**src/core/bie_params.svh**
```systemverilog
`ifndef BIE_PARAMS_SVH
`define BIE_PARAMS_SVH
// ---------------------------------------------
// register byte offsets
// ---------------------------------------------
`define BIE_OFF_IW 12'h000
`define BIE_OFF_DW 12'h004
`define BIE_OFF_TL1 12'h008
`define BIE_OFF_TL2 12'h00c
`define BIE_OFF_SPC 12'h010
`define BIE_OFF_SST 12'h014
`define BIE_OFF_STAT 12'h018
// ---------------------------------------------
// reset values
// ---------------------------------------------
`define BIE_RST_WORD 32'h00000000
// ---------------------------------------------
// field positions, bit 0 is the lsb here
// ---------------------------------------------
`define BIE_IW_XLAT 1
`define BIE_IW_ON 0
`define BIE_DW_XLAT 2
`define BIE_DW_STORE 1
`define BIE_DW_LOAD 0
`define BIE_TL_IRQ_ON 0
`define BIE_MSR_ILE 16
`define BIE_MSR_EE 15
`define BIE_MSR_IP 6
`define BIE_MSR_IR 5
`define BIE_MSR_DR 4
`define BIE_MSR_LE 0
// ---------------------------------------------
// masks and vector offsets
// ---------------------------------------------
`define BIE_SST_KEEP 32'h87c0ffff
`define BIE_MSR_KEEP 32'h00011040
`define BIE_VEC_TRACE 32'h00000d00
`define BIE_VEC_INSTR_WATCH_REG 32'h00001300
`define BIE_VEC_SMI 32'h00001400
`define BIE_VEC_THERM 32'h00001700
// ---------------------------------------------
// timing counts
// ---------------------------------------------
`define BIE_MISP_EXTRA 2'h2
`endif

```
**src/core/bie_pkg.sv**
```systemverilog
// ---------------------------------------------
// types
// ---------------------------------------------
package bie_pkg;
	typedef enum logic [1:0] {A_IDLE, A_DRAIN, A_HALT} bie_drain_e;
	typedef enum logic [1:0] {C_SMI, C_DBG, C_THERM} bie_cause_e;
endpackage : bie_pkg

```
**src/core/bie_sync2.sv**
```systemverilog
`timescale 1ns/1ns
`default_nettype none
// ---------------------------------------------
// two flop synchroniser
// ---------------------------------------------
module bie_sync2 #(
	parameter int W = 1
) (
	input wire logic mclk,
	input wire logic resetn,
	input wire logic [W-1:0] din,
	output logic [W-1:0] dout
);
	logic [W-1:0] meta_q;
	always_ff @(posedge mclk or negedge resetn) begin
		if (!resetn) begin
			meta_q <= '0;
			dout <= '0;
		end else begin
			meta_q <= din;
			dout <= meta_q;
		end
	end
endmodule : bie_sync2
`default_nettype wire

```
**src/core/bie_exc_entry.sv**
```systemverilog
// The APB slave port and the register addresses were decided locally.
`timescale 1ns/1ns
`default_nettype none
`include "bie_params.svh"
// What this block does
// RL1: compare watch bits 0-29 with completing address
// RL2: fire needs translation match and enable
// RL3: matched instruction does not complete first unless its soft stop is already done
// RL4: report address matches to debug port
// RL5: breakpoint vectors to offset 0x01300
// RL6: saved pc gets next instruction address
// RL7: saved state copies selected bits, clears others
// RL8: entry clears control bits, copies byte order
// RL9: watch write ignored by next instruction
// RL10: management interrupt beats external, vector 0x01400
// RL11: requester holds management request until handler
// RL12: management request halts dispatch, drains pipeline
// RL13: thermal enabled per limit, masked, vector 0x01700
// RL14: thermal waits next completion and store drain
// RL15: data watch compares double-word, raises fault
// RL16: data watch translation, store, load enables
// RL17: soft stop replaces trace and breakpoint exceptions
// RL18: breakpoint beats trace in both cases
// RL19: debug stop request unmaskable, drains like interrupt
// RL20: one soft stop per matched instruction
// RL21: exceptions signalled one cycle after cause
// RL22: hard reset adds cycles on misprediction
// RL23: recoverable means queue empty, next completed
// RL24: redirect is selected base plus offset
module bie_exc_entry #(
	parameter logic [31:0] VEC_BASE_HIGH = 32'hfff00000,
	parameter logic [31:0] VEC_HARD_RESET = 32'h00000100,
	parameter logic [31:0] VEC_MACH_CHECK = 32'h00000200
) (
	input wire logic mclk,
	input wire logic resetn,
	input wire logic psel,
	input wire logic penable,
	input wire logic pwrite,
	input wire logic [11:0] paddr,
	input wire logic [31:0] pwdata,
	input wire logic [3:0] pstrb,
	output logic [31:0] prdata,
	output logic pready,
	output logic pslverr,
	input wire logic [31:0] machineState,
	input wire logic cmplValid,
	input wire logic [31:0] cmplPc,
	input wire logic cmplDone,
	input wire logic traceCond,
	input wire logic [31:0] nextPc,
	input wire logic pipeEmpty,
	input wire logic storeQueueEmpty,
	input wire logic otherExc,
	input wire logic lsuValid,
	input wire logic [31:0] lsuAddr,
	input wire logic lsuStore,
	input wire logic sysMgmtRequest,
	input wire logic thermalCross,
	input wire logic hardResetReq,
	input wire logic machineCheckReq,
	input wire logic specMispredict,
	input wire logic softStopEn,
	input wire logic softStopReq,
	output logic cmplBlock,
	output logic dispatchHalt,
	output logic completionHalt,
	output logic extIrqHold,
	output logic dsiWatch,
	output logic iaddrMatchReport,
	output logic softStop,
	output logic excTake,
	output logic [31:0] excVector,
	output logic [31:0] msrNew
);
	// ---------------------------------------------
	// declarations
	// ---------------------------------------------
	logic [31:0] instrWatch_q, instrWatchOld_q, dataWatch_q, tempLimitOne_q, tempLimitTwo_q;
	logic [31:0] savedPc_q, savedState_q, rdata_d;
	logic watchStale_q, stopDone_q, errResp_q;
	logic [1:0] hrCnt_q;
	logic smiSync, thermSync;
	bie_pkg::bie_drain_e aState_q;
	bie_pkg::bie_cause_e cause_q;
	logic [31:0] iwSel, vecBase, msrEntry;
	logic apbWr, apbSetup, addrHit, iaddrHit, bpFire, stopBlock, hardReq, hardTake;
	logic smiPend, dbgPend, thermPend, drainDone, asyncReady, asyncTake, dwHit, mapped, roAddr;

	// ---------------------------------------------
	// pin synchronisers
	// ---------------------------------------------
	bie_sync2 #(.W(2)) uSync (
		.mclk(mclk),
		.resetn(resetn),
		.din({sysMgmtRequest, thermalCross}),
		.dout({smiSync, thermSync})
	);

	// ---------------------------------------------
	// apb slave
	// ---------------------------------------------
	assign apbWr = psel & penable & pwrite;
	assign apbSetup = psel & ~penable;
	assign pready = 1'b1;
	always_comb begin
		mapped = 1'b1;
		roAddr = 1'b0;
		rdata_d = 32'h00000000;
		case (paddr)
			`BIE_OFF_IW: rdata_d = instrWatch_q;
			`BIE_OFF_DW: rdata_d = dataWatch_q;
			`BIE_OFF_TL1: rdata_d = tempLimitOne_q;
			`BIE_OFF_TL2: rdata_d = tempLimitTwo_q;
			`BIE_OFF_SPC: begin
				rdata_d = savedPc_q;
				roAddr = 1'b1;
			end
			`BIE_OFF_SST: begin
				rdata_d = savedState_q;
				roAddr = 1'b1;
			end
			`BIE_OFF_STAT: begin
				rdata_d = {24'h000000, aState_q, cause_q, stopDone_q, watchStale_q, smiSync, thermSync};
				roAddr = 1'b1;
			end
			default: mapped = 1'b0;
		endcase
	end

	// read data and error are caught in setup so the access phase needs no wait
	always_ff @(posedge mclk or negedge resetn) begin
		if (!resetn) begin
			prdata <= `BIE_RST_WORD;
			errResp_q <= 1'b0;
		end else if (apbSetup) begin
			prdata <= pwrite ? `BIE_RST_WORD : rdata_d;
			errResp_q <= ~mapped | (pwrite & roAddr);
		end
	end
	assign pslverr = psel & penable & errResp_q;

	always_ff @(posedge mclk or negedge resetn) begin
		if (!resetn) begin
			instrWatch_q <= `BIE_RST_WORD;
			dataWatch_q <= `BIE_RST_WORD;
			tempLimitOne_q <= `BIE_RST_WORD;
			tempLimitTwo_q <= `BIE_RST_WORD;
		end else if (apbWr & ~errResp_q) begin
			for (int b = 0; b < 4; b++) begin
				if (pstrb[b]) begin
					case (paddr)
						`BIE_OFF_IW: instrWatch_q[b*8 +: 8] <= pwdata[b*8 +: 8];
						`BIE_OFF_DW: dataWatch_q[b*8 +: 8] <= pwdata[b*8 +: 8];
						`BIE_OFF_TL1: tempLimitOne_q[b*8 +: 8] <= pwdata[b*8 +: 8];
						`BIE_OFF_TL2: tempLimitTwo_q[b*8 +: 8] <= pwdata[b*8 +: 8];
						default: ;
					endcase
				end
			end
		end
	end

	// the first completion after a watch write still sees the old watch value
	always_ff @(posedge mclk or negedge resetn) begin
		if (!resetn) begin
			instrWatchOld_q <= `BIE_RST_WORD;
			watchStale_q <= 1'b0;
		end else if (apbWr & ~errResp_q & (paddr == `BIE_OFF_IW)) begin
			instrWatchOld_q <= watchStale_q ? instrWatchOld_q : instrWatch_q; // RL9
			watchStale_q <= 1'b1; // RL9
		end else if (cmplDone) begin
			watchStale_q <= 1'b0;
		end
	end

	// ---------------------------------------------
	// instruction and data watch
	// ---------------------------------------------
	assign iwSel = watchStale_q ? instrWatchOld_q : instrWatch_q; // RL9
	assign addrHit = cmplValid & (cmplPc[31:2] == iwSel[31:2]); // RL1
	assign iaddrHit = addrHit & (iwSel[`BIE_IW_XLAT] == machineState[`BIE_MSR_IR]) & iwSel[`BIE_IW_ON]; // RL2
	assign stopBlock = softStopEn & stopDone_q; // RL20
	assign bpFire = iaddrHit & ~stopBlock;
	assign cmplBlock = bpFire; // RL3
	assign dwHit = lsuValid & (lsuAddr[31:3] == dataWatch_q[31:3]) // RL15
		& (dataWatch_q[`BIE_DW_XLAT] == machineState[`BIE_MSR_DR]) // RL16
		& ((lsuStore & dataWatch_q[`BIE_DW_STORE]) | (~lsuStore & dataWatch_q[`BIE_DW_LOAD])); // RL16

	always_ff @(posedge mclk or negedge resetn) begin
		if (!resetn) begin
			dsiWatch <= 1'b0;
			iaddrMatchReport <= 1'b0;
		end else begin
			dsiWatch <= dwHit; // RL15
			iaddrMatchReport <= addrHit; // RL4
		end
	end

	// ---------------------------------------------
	// hard reset and machine check
	// ---------------------------------------------
	assign hardReq = hardResetReq | machineCheckReq;
	assign hardTake = hardReq & (~specMispredict | (hrCnt_q == `BIE_MISP_EXTRA)); // RL22
	always_ff @(posedge mclk or negedge resetn) begin
		if (!resetn) begin
			hrCnt_q <= 2'h0;
		end else if (~hardReq | hardTake) begin
			hrCnt_q <= 2'h0;
		end else if (specMispredict) begin
			hrCnt_q <= hrCnt_q + 2'h1; // RL22
		end
	end

	// ---------------------------------------------
	// asynchronous drain sequencer
	// ---------------------------------------------
	// entry cycle still shows the old mask and a held request, so no fresh drain starts then
	assign smiPend = smiSync & machineState[`BIE_MSR_EE] & ~excTake;
	assign dbgPend = softStopReq & ~softStop; // RL19
	assign thermPend = thermSync & machineState[`BIE_MSR_EE] & ~excTake // RL13
		& (tempLimitOne_q[`BIE_TL_IRQ_ON] | tempLimitTwo_q[`BIE_TL_IRQ_ON]); // RL13
	assign extIrqHold = smiSync; // RL10
	assign drainDone = (cause_q == bie_pkg::C_SMI) ? pipeEmpty : (cmplDone | ~cmplValid); // RL12 RL14
	assign asyncReady = (aState_q == bie_pkg::A_HALT) & storeQueueEmpty & ~otherExc // RL23
		& ((cause_q != bie_pkg::C_SMI) | pipeEmpty);
	assign asyncTake = asyncReady & ~hardTake & ~bpFire & ~traceCond;
	assign dispatchHalt = (aState_q != bie_pkg::A_IDLE); // RL12
	assign completionHalt = (aState_q == bie_pkg::A_HALT); // RL14

	always_ff @(posedge mclk or negedge resetn) begin
		if (!resetn) begin
			aState_q <= bie_pkg::A_IDLE;
			cause_q <= bie_pkg::C_SMI;
		end else begin
			case (aState_q)
				bie_pkg::A_IDLE: begin
					if (smiPend | dbgPend | thermPend) begin
						aState_q <= bie_pkg::A_DRAIN;
						cause_q <= smiPend ? bie_pkg::C_SMI : (dbgPend ? bie_pkg::C_DBG : bie_pkg::C_THERM);
					end
				end
				bie_pkg::A_DRAIN: begin
					// an exception raised while draining goes first, request stays pending
					if (otherExc) begin
						aState_q <= bie_pkg::A_IDLE; // RL14
					end else if (drainDone) begin
						aState_q <= bie_pkg::A_HALT; // RL12
					end
				end
				bie_pkg::A_HALT: begin
					if (otherExc | asyncTake) begin
						aState_q <= bie_pkg::A_IDLE;
					end
				end
				default: aState_q <= bie_pkg::A_IDLE;
			endcase
		end
	end

	// ---------------------------------------------
	// exception entry
	// ---------------------------------------------
	assign vecBase = machineState[`BIE_MSR_IP] ? VEC_BASE_HIGH : 32'h00000000;
	always_comb begin
		msrEntry = machineState & `BIE_MSR_KEEP; // RL8
		msrEntry[`BIE_MSR_LE] = machineState[`BIE_MSR_ILE]; // RL8
	end

	// one source wins per cycle: hard, breakpoint, trace, then drained requests
	always_ff @(posedge mclk or negedge resetn) begin
		if (!resetn) begin
			excTake <= 1'b0;
			softStop <= 1'b0;
			excVector <= `BIE_RST_WORD;
			msrNew <= `BIE_RST_WORD;
			savedPc_q <= `BIE_RST_WORD;
			savedState_q <= `BIE_RST_WORD;
		end else begin
			excTake <= 1'b0;
			softStop <= 1'b0;
			if (hardTake) begin
				excTake <= 1'b1; // RL21
				excVector <= vecBase | (hardResetReq ? VEC_HARD_RESET : VEC_MACH_CHECK);
				savedPc_q <= nextPc;
			end else if (bpFire & softStopEn) begin
				softStop <= 1'b1; // RL17 RL18
			end else if (bpFire) begin
				excTake <= 1'b1; // RL3 RL21
				excVector <= vecBase | `BIE_VEC_INSTR_WATCH_REG; // RL5 RL24
				savedPc_q <= cmplPc; // RL6
			end else if (traceCond & softStopEn & ~stopBlock) begin
				softStop <= 1'b1; // RL17
			end else if (traceCond & ~softStopEn) begin
				excTake <= 1'b1;
				excVector <= vecBase | `BIE_VEC_TRACE; // RL24
				savedPc_q <= nextPc; // RL6
			end else if (asyncTake & (cause_q == bie_pkg::C_DBG)) begin
				softStop <= 1'b1; // RL19
			end else if (asyncTake) begin
				excTake <= 1'b1;
				excVector <= vecBase | ((cause_q == bie_pkg::C_SMI) ? `BIE_VEC_SMI : `BIE_VEC_THERM); // RL10 RL13
				savedPc_q <= nextPc; // RL6
			end
			if (hardTake | (bpFire & ~softStopEn) | (~hardTake & ~bpFire & ((traceCond & ~softStopEn)
				| (asyncTake & (cause_q != bie_pkg::C_DBG))))) begin
				savedState_q <= machineState & `BIE_SST_KEEP; // RL7
				msrNew <= msrEntry; // RL8
			end
		end
	end

	// set wins over the clearing completion
	always_ff @(posedge mclk or negedge resetn) begin
		if (!resetn) begin
			stopDone_q <= 1'b0;
		end else if (softStopEn & ~hardTake & (bpFire | (traceCond & ~stopBlock)
			| (asyncTake & (cause_q == bie_pkg::C_DBG)))) begin
			stopDone_q <= 1'b1; // RL20
		end else if (cmplDone) begin
			stopDone_q <= 1'b0; // RL20
		end
	end
endmodule : bie_exc_entry
`default_nettype wire

```
**config.mk**
```make
export PLATFORM = sky130hd
export DESIGN_NAME = bie_exc_entry
export DESIGN_NICKNAME = d
export VERILOG_FILES = /design/src/core/bie_pkg.sv /design/src/core/bie_sync2.sv /design/src/core/bie_exc_entry.sv
export VERILOG_INCLUDE_DIRS = /design/src /design/src/core
export SDC_FILE = /design/constraint.sdc
export NUM_CORES = 1
export LEC_CHECK = 0
export BUFFER_PORTS_ARGS = -buffer_cell sky130_fd_sc_hd__buf_2
export CORE_MARGIN = 5
export CORE_UTILIZATION = 55
export DETAILED_ROUTE_END_ITERATION = 10
export MAX_ROUTING_LAYER = met4
export PLACE_DENSITY = 0.81
export SLEW_MARGIN = 20
export SYNTH_ARGS = -nofsm -noshare
export SYNTH_HDL_FRONTEND = slang
export SYNTH_HIERARCHICAL = 1
export SYNTH_SLANG_ARGS = --single-unit
```
**constraint.sdc**
```tcl
create_clock -name mclk -period 2.98 [get_ports mclk]
set_input_delay 0.596 -clock mclk [delete_from_list [all_inputs] [get_ports mclk]]
set_output_delay 0.596 -clock mclk [all_outputs]
set_load 0.05 [all_outputs]
```
# Word level (Yosys, flattened, before mapping)
# Cells that the tools add are included.
[totals]
output_inout_bits = 106
elab_cells = 209
register_bits = 299
input_bits = 196
[op_classes]
n_mux = 48
reduce_logical = 30
n_bitwise = 75
n_eq_ne = 21
addsub = 1
[op_table]
columns = ["cell", "count"]
rows = [
  ["32-bit two-way mux", 17],
  ["32-bit one-hot mux with 7 select lines", 1],
  ["3-bit AND reduction", 17],
  ["1-bit AND", 42],
  ["12-bit by 5-bit == test with 1-bit output, second input constant", 3],
  ["32-bit by 10-bit bitwise OR with 32-bit output", 1],
  ["32-bit by 13-bit bitwise OR with 32-bit output", 1],
  ["30-bit == test", 1],
  ["29-bit == test", 1],
  ["12-bit by 4-bit == test with 1-bit output, second input constant", 2],
  ["10-bit two-way mux", 2],
  ["1-bit two-way mux", 19],
  ["2-bit two-way mux", 8],
  ["1-bit bitwise OR", 16],
  ["1-bit NOT", 15],
  ["12-bit by 3-bit == test with 1-bit output, second input constant", 1],
  ["12-bit zero test", 1],
  ["2-bit nonzero test", 5],
  ["7-bit OR reduction", 1],
  ["3-bit inequality test, second input constant", 2],
  ["2-bit one-hot mux with 3 select lines", 1],
  ["2-bit by 1-bit == test with 1-bit output, second input constant", 2],
  ["2-bit == test, second input constant", 2],
  ["2-bit zero test", 2],
  ["9 further kinds", 12],
]

# Depth between registers and ports, before layout
# Gate-level depths: netlist of run 1.
[logic_depth]
word_depth = 16
depth_mapped = 10

# Modules after synthesis
# The synthesis of run 1 kept the hierarchy.
[by_module_without_submodules]
columns = ["module", "instances", "cells_per_inst", "area_per_inst_um2", "seq_area_each_um2"]
rows = [
  ["bie_exc_entry", 1, 1048, 13326.5, 6656.4],
  ["bie_sync2", 1, 4, 100.1, 100.1],
]

# Worst setup path before layout of run 1
# No wires, ideal clock.
[synth_path]
path_kind = "reg2reg"
start = "register watchStale_q"
end = "register excVector[30]"
n_path_buf = 3
path_stages_with_launch = 11
arrival_ns = 2.924
setup_slack_ns = -0.070
t_required_ns = 2.855
setup_ns = 0.125
path_cell_list = "dfrtp_1 -> buf_6 -> buf_6 -> mux2i_1 -> xnor2_1 -> nor4_1 -> nand4_2 -> nor3_4 -> a2bb2oi_4 -> buf_6 -> mux2_2"
[synth_between]
elab_chain_len = 12
word_cells_on_any_way = 20
cone_classes = "5 x eq/ne; 4 x mux; 9 x bitwise; 2 x reduce/logical"
[synth_rtl]
columns = ["element", "line", "rtl"]
rows = [
  ["from (decl)", "bie_exc_entry.sv:81", "logic watchStale_q, stopDone_q, errResp_q;"],
  ["from (signal assigned)", "bie_exc_entry.sv:168", "watchStale_q <= 1'b0;"],
  ["from (signal assigned)", "bie_exc_entry.sv:171", "watchStale_q <= 1'b1;"],
  ["from (signal assigned)", "bie_exc_entry.sv:173", "watchStale_q <= 1'b0;"],
  ["32-bit two-way mux *", "bie_exc_entry.sv:180", "assign iwSel = watchStale_q ? instrWatchOld_q : instrWatch_q;"],
  ["30-bit == test", "bie_exc_entry.sv:181", "assign addrHit = cmplValid & (cmplPc[31:2] == iwSel[31:2]);"],
  ["1-bit AND", "bie_exc_entry.sv:181", ""],
  ["1-bit AND", "bie_exc_entry.sv:182", "assign iaddrHit = addrHit & (iwSel[`BIE_IW_XLAT] == machineState[`BIE_MSR_IR]) & iwSel[`BIE_IW_ON];"],
  ["1-bit AND *", "bie_exc_entry.sv:182", ""],
  ["1-bit AND *", "bie_exc_entry.sv:184", "assign bpFire = iaddrHit & ~stopBlock;"],
  ["net cmplBlock", "bie_exc_entry.sv:65", "output logic cmplBlock,"],
  ["1-bit NOT", "bie_exc_entry.sv:227", "assign asyncTake = asyncReady & ~hardTake & ~bpFire & ~traceCond;"],
  ["1-bit AND (2 in series)", "bie_exc_entry.sv:227", ""],
  ["1-bit AND", "bie_exc_entry.sv:298", "end else if (asyncTake & (cause_q == bie_pkg::C_DBG)) begin"],
  ["4-bit inequality test (no line)", "--", ""],
  ["4-bit AND reduction (no line)", "--", ""],
  ["to (signal assigned)", "bie_exc_entry.sv:290", "excVector <= vecBase | `BIE_VEC_INSTR_WATCH_REG;"],
  ["to (signal assigned)", "bie_exc_entry.sv:296", "excVector <= vecBase | `BIE_VEC_TRACE;"],
  ["to (signal assigned)", "bie_exc_entry.sv:302", "excVector <= vecBase | ((cause_q == bie_pkg::C_SMI) ? `BIE_VEC_SMI : `BIE_VEC_THERM);"],
  ["to (decl)", "bie_exc_entry.sv:73", "output logic [31:0] excVector,"],
]
# Mark *: on every way through the listed nets, which the timed path passes. The rest lies on a longest branch. The select of a mux whose other input is x is not followed.
# A chain may end at the register's enable or synchronous reset.

# Worst setup path after layout of run 1
[layout_path]
start = "register watchStale_q"
end = "output cmplBlock"
[layout_between]
elab_chain_len = 6
word_cells_on_any_way = 7
cone_classes = "2 x eq/ne; 1 x mux; 4 x bitwise"
[layout_rtl]
columns = ["element", "line"]
rows = [
  ["32-bit two-way mux *", "bie_exc_entry.sv:180"],
  ["30-bit == test", "bie_exc_entry.sv:181"],
  ["1-bit AND", "bie_exc_entry.sv:181"],
  ["1-bit AND", "bie_exc_entry.sv:182"],
  ["1-bit AND *", "bie_exc_entry.sv:182"],
  ["1-bit AND *", "bie_exc_entry.sv:184"],
  ["to (decl)", "bie_exc_entry.sv:65"],
]
# Mark *: on every way between the ends. The rest lies on a longest branch, timed or not.

==> results.cfg, run 1 <==
[outcome]
violations = negative setup slack
outcome = finished, violations left

[synthesis]
synth_edf_count = 0
synth_seq_area_share_pct = 50.3
yosys.area_share.simple_pct = 5.97
ys_seq_elements = 270
synthMuxAreaShare_pct = 27.2
synthCells = 1052
avgSynthCellArea_um2 = 12.8
synth_flop_cell = dfrtp_1
synth_top_family_by_area = multiplexers
synth_adder_area_share_pct = 0.0932
synth-compound-area-share_pct = 6.69
async_flop_share_pct = 100
synth_cell_types = 54
synth_xor_area_share_pct = 3.98
ys_warn_count = 6
syn_area_mm2 = 0.0134

[place]
gp_congestion = 0.898
place_inst = 1629
hpwl_mm = 28.5
port_buffers = 245

[sta]
slew_headroom_pct = 51.3
skew_ps = 10.7
hold_viol_final = 0
min_period_over_period_pct = 111
setup-tns-final_ps = -12400
setup_slack_ps = -342
fmax_ghz = 0.301
finalMaxSlewViolations = 0
worstMarginPinSlew_ps = 730
grt_setup_unrepaired = true
fin_crit_ps = 3320
setup_viol = 63

[setup_path]
critPathLaunchType = register
critical_path_buf_inv_count = 3
crit_type = reg -> out
path_delay_family = simple AND/OR/NAND/NOR gates
worst-path-max-fanout = 7
endpoint_kind = output port
worstPathRequired_ps = 2380
cp.arrival_ps = 2730
path_common_cell = buf_6
cp_slowest_cell = dfrtp_2
slowest_delay_ps = 460
path_cells = buf_6, buf_16, mux2i_4, xnor2_2, nor4_4, nand4_4, nor3_4, buf_6

[cts]
clk_latency_ps = 540
cts_buffer_depth = 3
cts_buffers = 28
cts_tree = built
root_buffer = clkbuf_16
clk_pin_slew_ps = 60
cts_hold_buf = 0
cts.sink_count = 270
ctsHtreeMaxLevel = 1

[job]
cap_violations = 0

[finish]
drive_gt1_share_pct = 47.4
final_cell_mix = dfrtp_1, buf_2, mux2_2
final_cells = 1717
syn2layout_area_growth_pct = 26.4
final_common_cell = dfrtp_1
nNetsFinal = 1559
fin_util_pct = 70.2

[detailed_routing]
viasPerCell = 5.91
wirelength_mm = 40.9
drc_errors = 0
drtIter0Drc = 681
first_pass_iters = 5
ant_nets = 0
routedWlPerCell_um = 23.8
vias = 10100

[global_routing]
grt_pass1_wl_mm = 62.8
grt_max_degree = 91
grt_use_total_pct = 29.6
grt_pass1_vias = 10900
overflow = 0
grt_antenna_before_repair = 8

[worst_hold_path]
hp-class = in -> async

[floorplanning]
die_w_um = 166
die_y_um = 166
core_mm2 = 0.0242
rows = 57
start_util_pct = 55.5
pin_count = 302
die-area_mm2 = 0.0276

[power_and_ir_drop]
p_leak_nw = 8.31
ir_drop_mv = 0.407
power_w = 0.00877
powerDensity_mw_per_mm2 = 517
through the flow:
stage          cell area [µm²]  worst slack, ps  hold WS (ps)
5_1_grt                  17000             -416           146
6_report                 17000             -342           102
2_1_floorplan            13700            -15.7           300
3_3_place_gp             15400             -174           332
4_1_cts                  16800             -315           116
3_5_place_dp             15400             -173           337
synth_stat cells (all sizes together), types with 7 or more instances:
library cell,number,area (µm²)
dfrtp,270,6760
mux2,250,2820
buf,90,649
mux2i,56,561
nand2,38,143
xnor2,36,315
o21ai,34,170
nor2,33,124
xor2,25,219
clkbuf,22,82.6
a22oi,21,158
nor4,20,144
a21oi,15,75.1
a221o,14,140
a221oi,14,123
and3,12,75.1
mux4,12,270
nand3,11,55.1
inv,10,37.5
nand4,7,50.1
nor3,7,51.3
routing by layer:
layer | up-vias | wire, µm | track usage (%)
met5 | - | 0 | -
met4 | 0 | 1310 | 8.57
met3 | 85 | 3100 | 5.50
met2 | 503 | 20100 | 49.0
met1 | 5180 | 16400 | 37.7
li1 | 4374 | - | -
sequential cells by signal, indices dropped and copies added (netlist names), 6 cells and up:
signal and cells:
instrWatchOld_q 32, dataWatch_q 32, tempLimitOne_q 32, excVector 6
prdata 32, savedState_q 22, tempLimitTwo_q 32, savedPc_q 32
instrWatch_q 32
final timing paths:
kind                                                start                   endpoint  slack (ps)  depth (start not counted)
worst min register to register  uSync/meta_q[0]$_DFF_PN0_    uSync/dout[0]$_DFF_PN0_         360                          0
worst max-delay path             watchStale_q$_DFFE_PN0P_                  cmplBlock        -340                          8
worst min-delay path                               resetn  savedPc_q[25]$_DFFE_PN0P_         100                          1
worst max register to register   watchStale_q$_DFFE_PN0P_   savedPc_q[5]$_DFFE_PN0P_        -300                         12
min in group mclk                            thermalCross  uSync/meta_q[0]$_DFF_PN0_         170                          1
max in group asynchronous                          resetn   savedPc_q[9]$_DFFE_PN0P_        2040                          2
worst reg2reg max path: cells and delay by family, from the launching register on:
family | cells | cell delay (ps)
buf+inv | 5 | 970
mux | 2 | 530
compound gates | 1 | 160
flops | 1 | 460
simple gates | 3 | 830
xor+xnor | 1 | 210
power breakdown:
group | total, W | internal [W] | switching [W]
sequential | 0.00395 | 0.00383 | 0.000122
combinational | 0.00128 | 0.000457 | 0.000822
clock | 0.00354 | 0.00207 | 0.00147
total | 0.00877 | 0.00636 | 0.00241
what timing repair did:
item	4_1_cts	5_1_grt
resized for setup	41	16
pin swaps	15	9
cloned	5	0
buffers inserted	21	2
endpoints found under the setup margin	62	63
cells by family (layout without fill, tap and decap cells):
logic type               after synthesis  in the layout
multiplexers                         318            318
flip-flops                           270            270
AND/OR/NAND/NOR                      151            151
AO/OA/AOI/OAI                        127            127
buffers and inverters                122            411
XOR/XNOR                              61             61
other                                  2             54
adder cells (fa/ha/maj)                1              1
final cells by class:
cell class	count	area (µm²)
antenna	10	25.0
clock buffer	40	817
clock inverter	11	110
fill	1650	7200
inverter	10	37.5
multi-input combinational	702	6400
sequential	270	6760
tap	324	405
timing repair buffer	350	2420
(Power assumes the default switching activity.)
==> run 2: changes to the inputs <==
--- a/config.mk
+++ b/config.mk
@@ -6,12 +6,16 @@
 export SDC_FILE = /design/constraint.sdc
 export NUM_CORES = 1
 export LEC_CHECK = 0
+export ABC_AREA = 1
 export BUFFER_PORTS_ARGS = -buffer_cell sky130_fd_sc_hd__buf_2
+export CELL_PAD_IN_SITES_DETAIL_PLACEMENT = 1
+export CELL_PAD_IN_SITES_GLOBAL_PLACEMENT = 1
+export CORE_ASPECT_RATIO = 0.75
 export CORE_MARGIN = 5
-export CORE_UTILIZATION = 55
+export CORE_UTILIZATION = 40
 export DETAILED_ROUTE_END_ITERATION = 10
 export MAX_ROUTING_LAYER = met4
-export PLACE_DENSITY = 0.81
+export PLACE_DENSITY_LB_ADDON = 0.1
 export SLEW_MARGIN = 20
 export SYNTH_ARGS = -nofsm -noshare
 export SYNTH_HDL_FRONTEND = slang
==> run 2 against run 1 <==
The flow still finishes with violations (negative setup slack). Design area is 6.5% higher. Wire length grew 47%. Non-clock buffer count is 1 higher. Combinational power up 6%. Sequential share of layout area fell by 2.4 points. Via count up 44%. Sequential power is essentially flat. Critical endpoint unchanged.
==> results.cfg, run 2 <==
[finish]
final_cells = 2711
seqCellArea_mm2 = 0.00676
fill_cells = 4397
syn2layout_area_growth_pct = 25.4
drive_gt1_share_pct = 22.5
fin_util_pct = 50.6
nNetsFinal = 2419
final_cell_mix = nand2_1, dfrtp_1, buf_2
n_antenna_cell = 0
multi_input_area_mm2 = 0.00659
final_common_cell = nand2_1

[detailed_routing]
ant_nets = 0
vias = 14600
viasPerCell = 5.39
wirelength_mm = 60.0
drc_errors = 0
routedWlPerCell_um = 22.1
drtIter0Drc = 1170
first_pass_iters = 5

[synthesis]
syn_area_mm2 = 0.0144
synthTopCellsByArea = dfrtp_1, nand2_1, o21ai_0
avgSynthCellArea_um2 = 7.41
synth_common_cells = nand2_1, dfrtp_1, o21ai_0
ys_seq_elements = 270
synth_seq_area_share_pct = 46.9
yosys.area.top_type_share_pct = 46.9
synth_edf_count = 0
yosys.area.top_type = dfrtp_1
async_flop_share_pct = 100
synthCells = 1944
synth_flop_cell = dfrtp_1
synth_most_common_cell = nand2_1
synth_cell_types = 47
ys_warn_count = 6

[outcome]
violations = negative setup slack
outcome = finished, violations left

[setup_path]
cp.arrival_ps = 2570
critPathLaunchType = register
worstPathRequired_ps = 2380
endpoint_kind = output port
crit_type = reg -> out
worst-path-max-fanout = 8

[sta]
setup_slack_ps = -186
fmax_ghz = 0.316
finalMaxSlewViolations = 0
skew_ps = 20.1
slew_headroom_pct = 60.2
hold_viol_final = 0
fin_crit_ps = 3170
grt_setup_unrepaired = true
min_period_over_period_pct = 106
worstMarginPinSlew_ps = 596
setup_viol = 2

[global_routing]
overflow = 0
grt_pass1_vias = 15300
grt_use_total_pct = 30.0
grt_pass1_wl_mm = 91.0
grt_antenna_before_repair = 0
grt_max_degree = 68

[cts]
root_buffer = clkbuf_16
clk_latency_ps = 570
cts.sink_count = 270
ctsHtreeMaxLevel = 1
clk_pin_slew_ps = 60
cts_tree = built
cts_buffer_depth = 3
cts_buffers = 30

[floorplanning]
pin_count = 302
start_util_pct = 40.3
die_w_um = 229
die_y_um = 174
core_mm2 = 0.0357
die-area_mm2 = 0.0400
rows = 60

[place]
hpwl_mm = 44.8
place_inst = 2605
port_buffers = 245
gp_congestion = 0.910

[power_and_ir_drop]
p_leak_nw = 9.40
powerDensity_mw_per_mm2 = 516
ir_drop_mv = 0.414
power_w = 0.00934

[worst_hold_path]
hp-class = in -> reg

[job]
cap_violations = 0
==> run 2: cell types whose count changed after synthesis, sizes merged, moves of 55 or more <==
cell / delta
nand2: +693
mux2i: -55
o21ai: +156
mux2: -250
inv: +174
nand3: +173
==> run 2: per-stage QoR <==
step	setup WS [ps]	hold slack [ps]	area, µm²	setup TNS, ps
floorplan	553	300	14600	0
global placement	256	332	16100	0
detailed placement	122	345	16100	0
CTS	-80.9	112	17900	-129
global route	-282	105	18100	-748
finish	-186	128	18100	-255
==> run 2: layout make-up <==
cell class	count	share of cell area (%)
Sequential cell	270	37.4
Multi-Input combinational cell	1384	36.5
Timing Repair Buffer	351	13.2
Clock buffer	41	4.83
Inverter	185	3.87
Tap cell	465	3.22
Clock inverter	15	1.07
==> run 2: final timing paths <==
kind,start,endpoint,slack [ps],cells after the start
max reg2reg,watchStale_q$_DFFE_PN0P_,instrWatchOld_q[14]$_DFFE_PN0P_,-70,22
min,sysMgmtRequest,uSync/meta_q[1]$_DFF_PN0_,130,1
max in group asynchronous,resetn,instrWatch_q[9]$_DFFE_PN0P_,1540,3
max,watchStale_q$_DFFE_PN0P_,cmplBlock,-190,13
min reg2reg,uSync/meta_q[0]$_DFF_PN0_,uSync/dout[0]$_DFF_PN0_,350,0
min in group asynchronous,resetn,instrWatchOld_q[14]$_DFFE_PN0P_,560,2
==> run 2: where the power goes <==
part	total, W	leakage [nW]	internal, W	switching [W]
combinational	0.00136	5.26	0.000364	0.000997
sequential	0.00396	3.61	0.00383	0.000133
clock	0.00401	0.524	0.00240	0.00161
==> run 2: cells by family (layout without fill, tap and decap cells) <==
| logic type | count (synthesis) | in the layout | synth area share (%) |
|---|---|---|---|
| DFF | 270 | 270 | 46.9 |
| AOI/OAI and AO/OA | 263 | 263 | 10.4 |
| buffers and inverters | 332 | 592 | 10.9 |
| and+or+nand+nor | 1065 | 1065 | 31.0 |
| xor gates and xnor gates | 10 | 10 | 0.608 |
| muxes | 1 | 1 | 0.0695 |
| other | 2 | 44 | 0.0521 |
| adders and majority gates | 1 | 1 | 0.0868 |
==> run 2: worst max-delay path, cell delays in order, from the launching register on <==
cell      delay [ps]
dfrtp_1          410
clkinv_4         130
buf_12           160
buf_16           150
nand2_1          100
nand2_1           90
nand2_1           70
nand2_1          140
nor2_2           150
nand2_2           90
nor2_4           150
nand3_4          120
inv_2             90
buf_8            140
==> run 2: routing by layer <==
| layer | GRT usage (%) | up-vias | part of all wire (%) | routed length, µm |
|---|---|---|---|---|
| li1 | - | 6746 | - | - |
| met2 | 47.5 | 459 | 47 | 28000 |
| met5 | - | - | 0 | 0 |
| met3 | 4.38 | 108 | 5.6 | 3330 |
| met4 | 7.61 | 0 | 3.0 | 1820 |
| met1 | 40.9 | 7288 | 45 | 26900 |
==> run 2: repair_timing <==
action	4_1_cts	5_1_grt
hold endpoints to repair	46	0
hold buffers	1	0
endpoints found under the setup margin	1	49
setup buffers	40	5
cloned	4	2
gates resized for setup	78	50
pin swaps	18	21
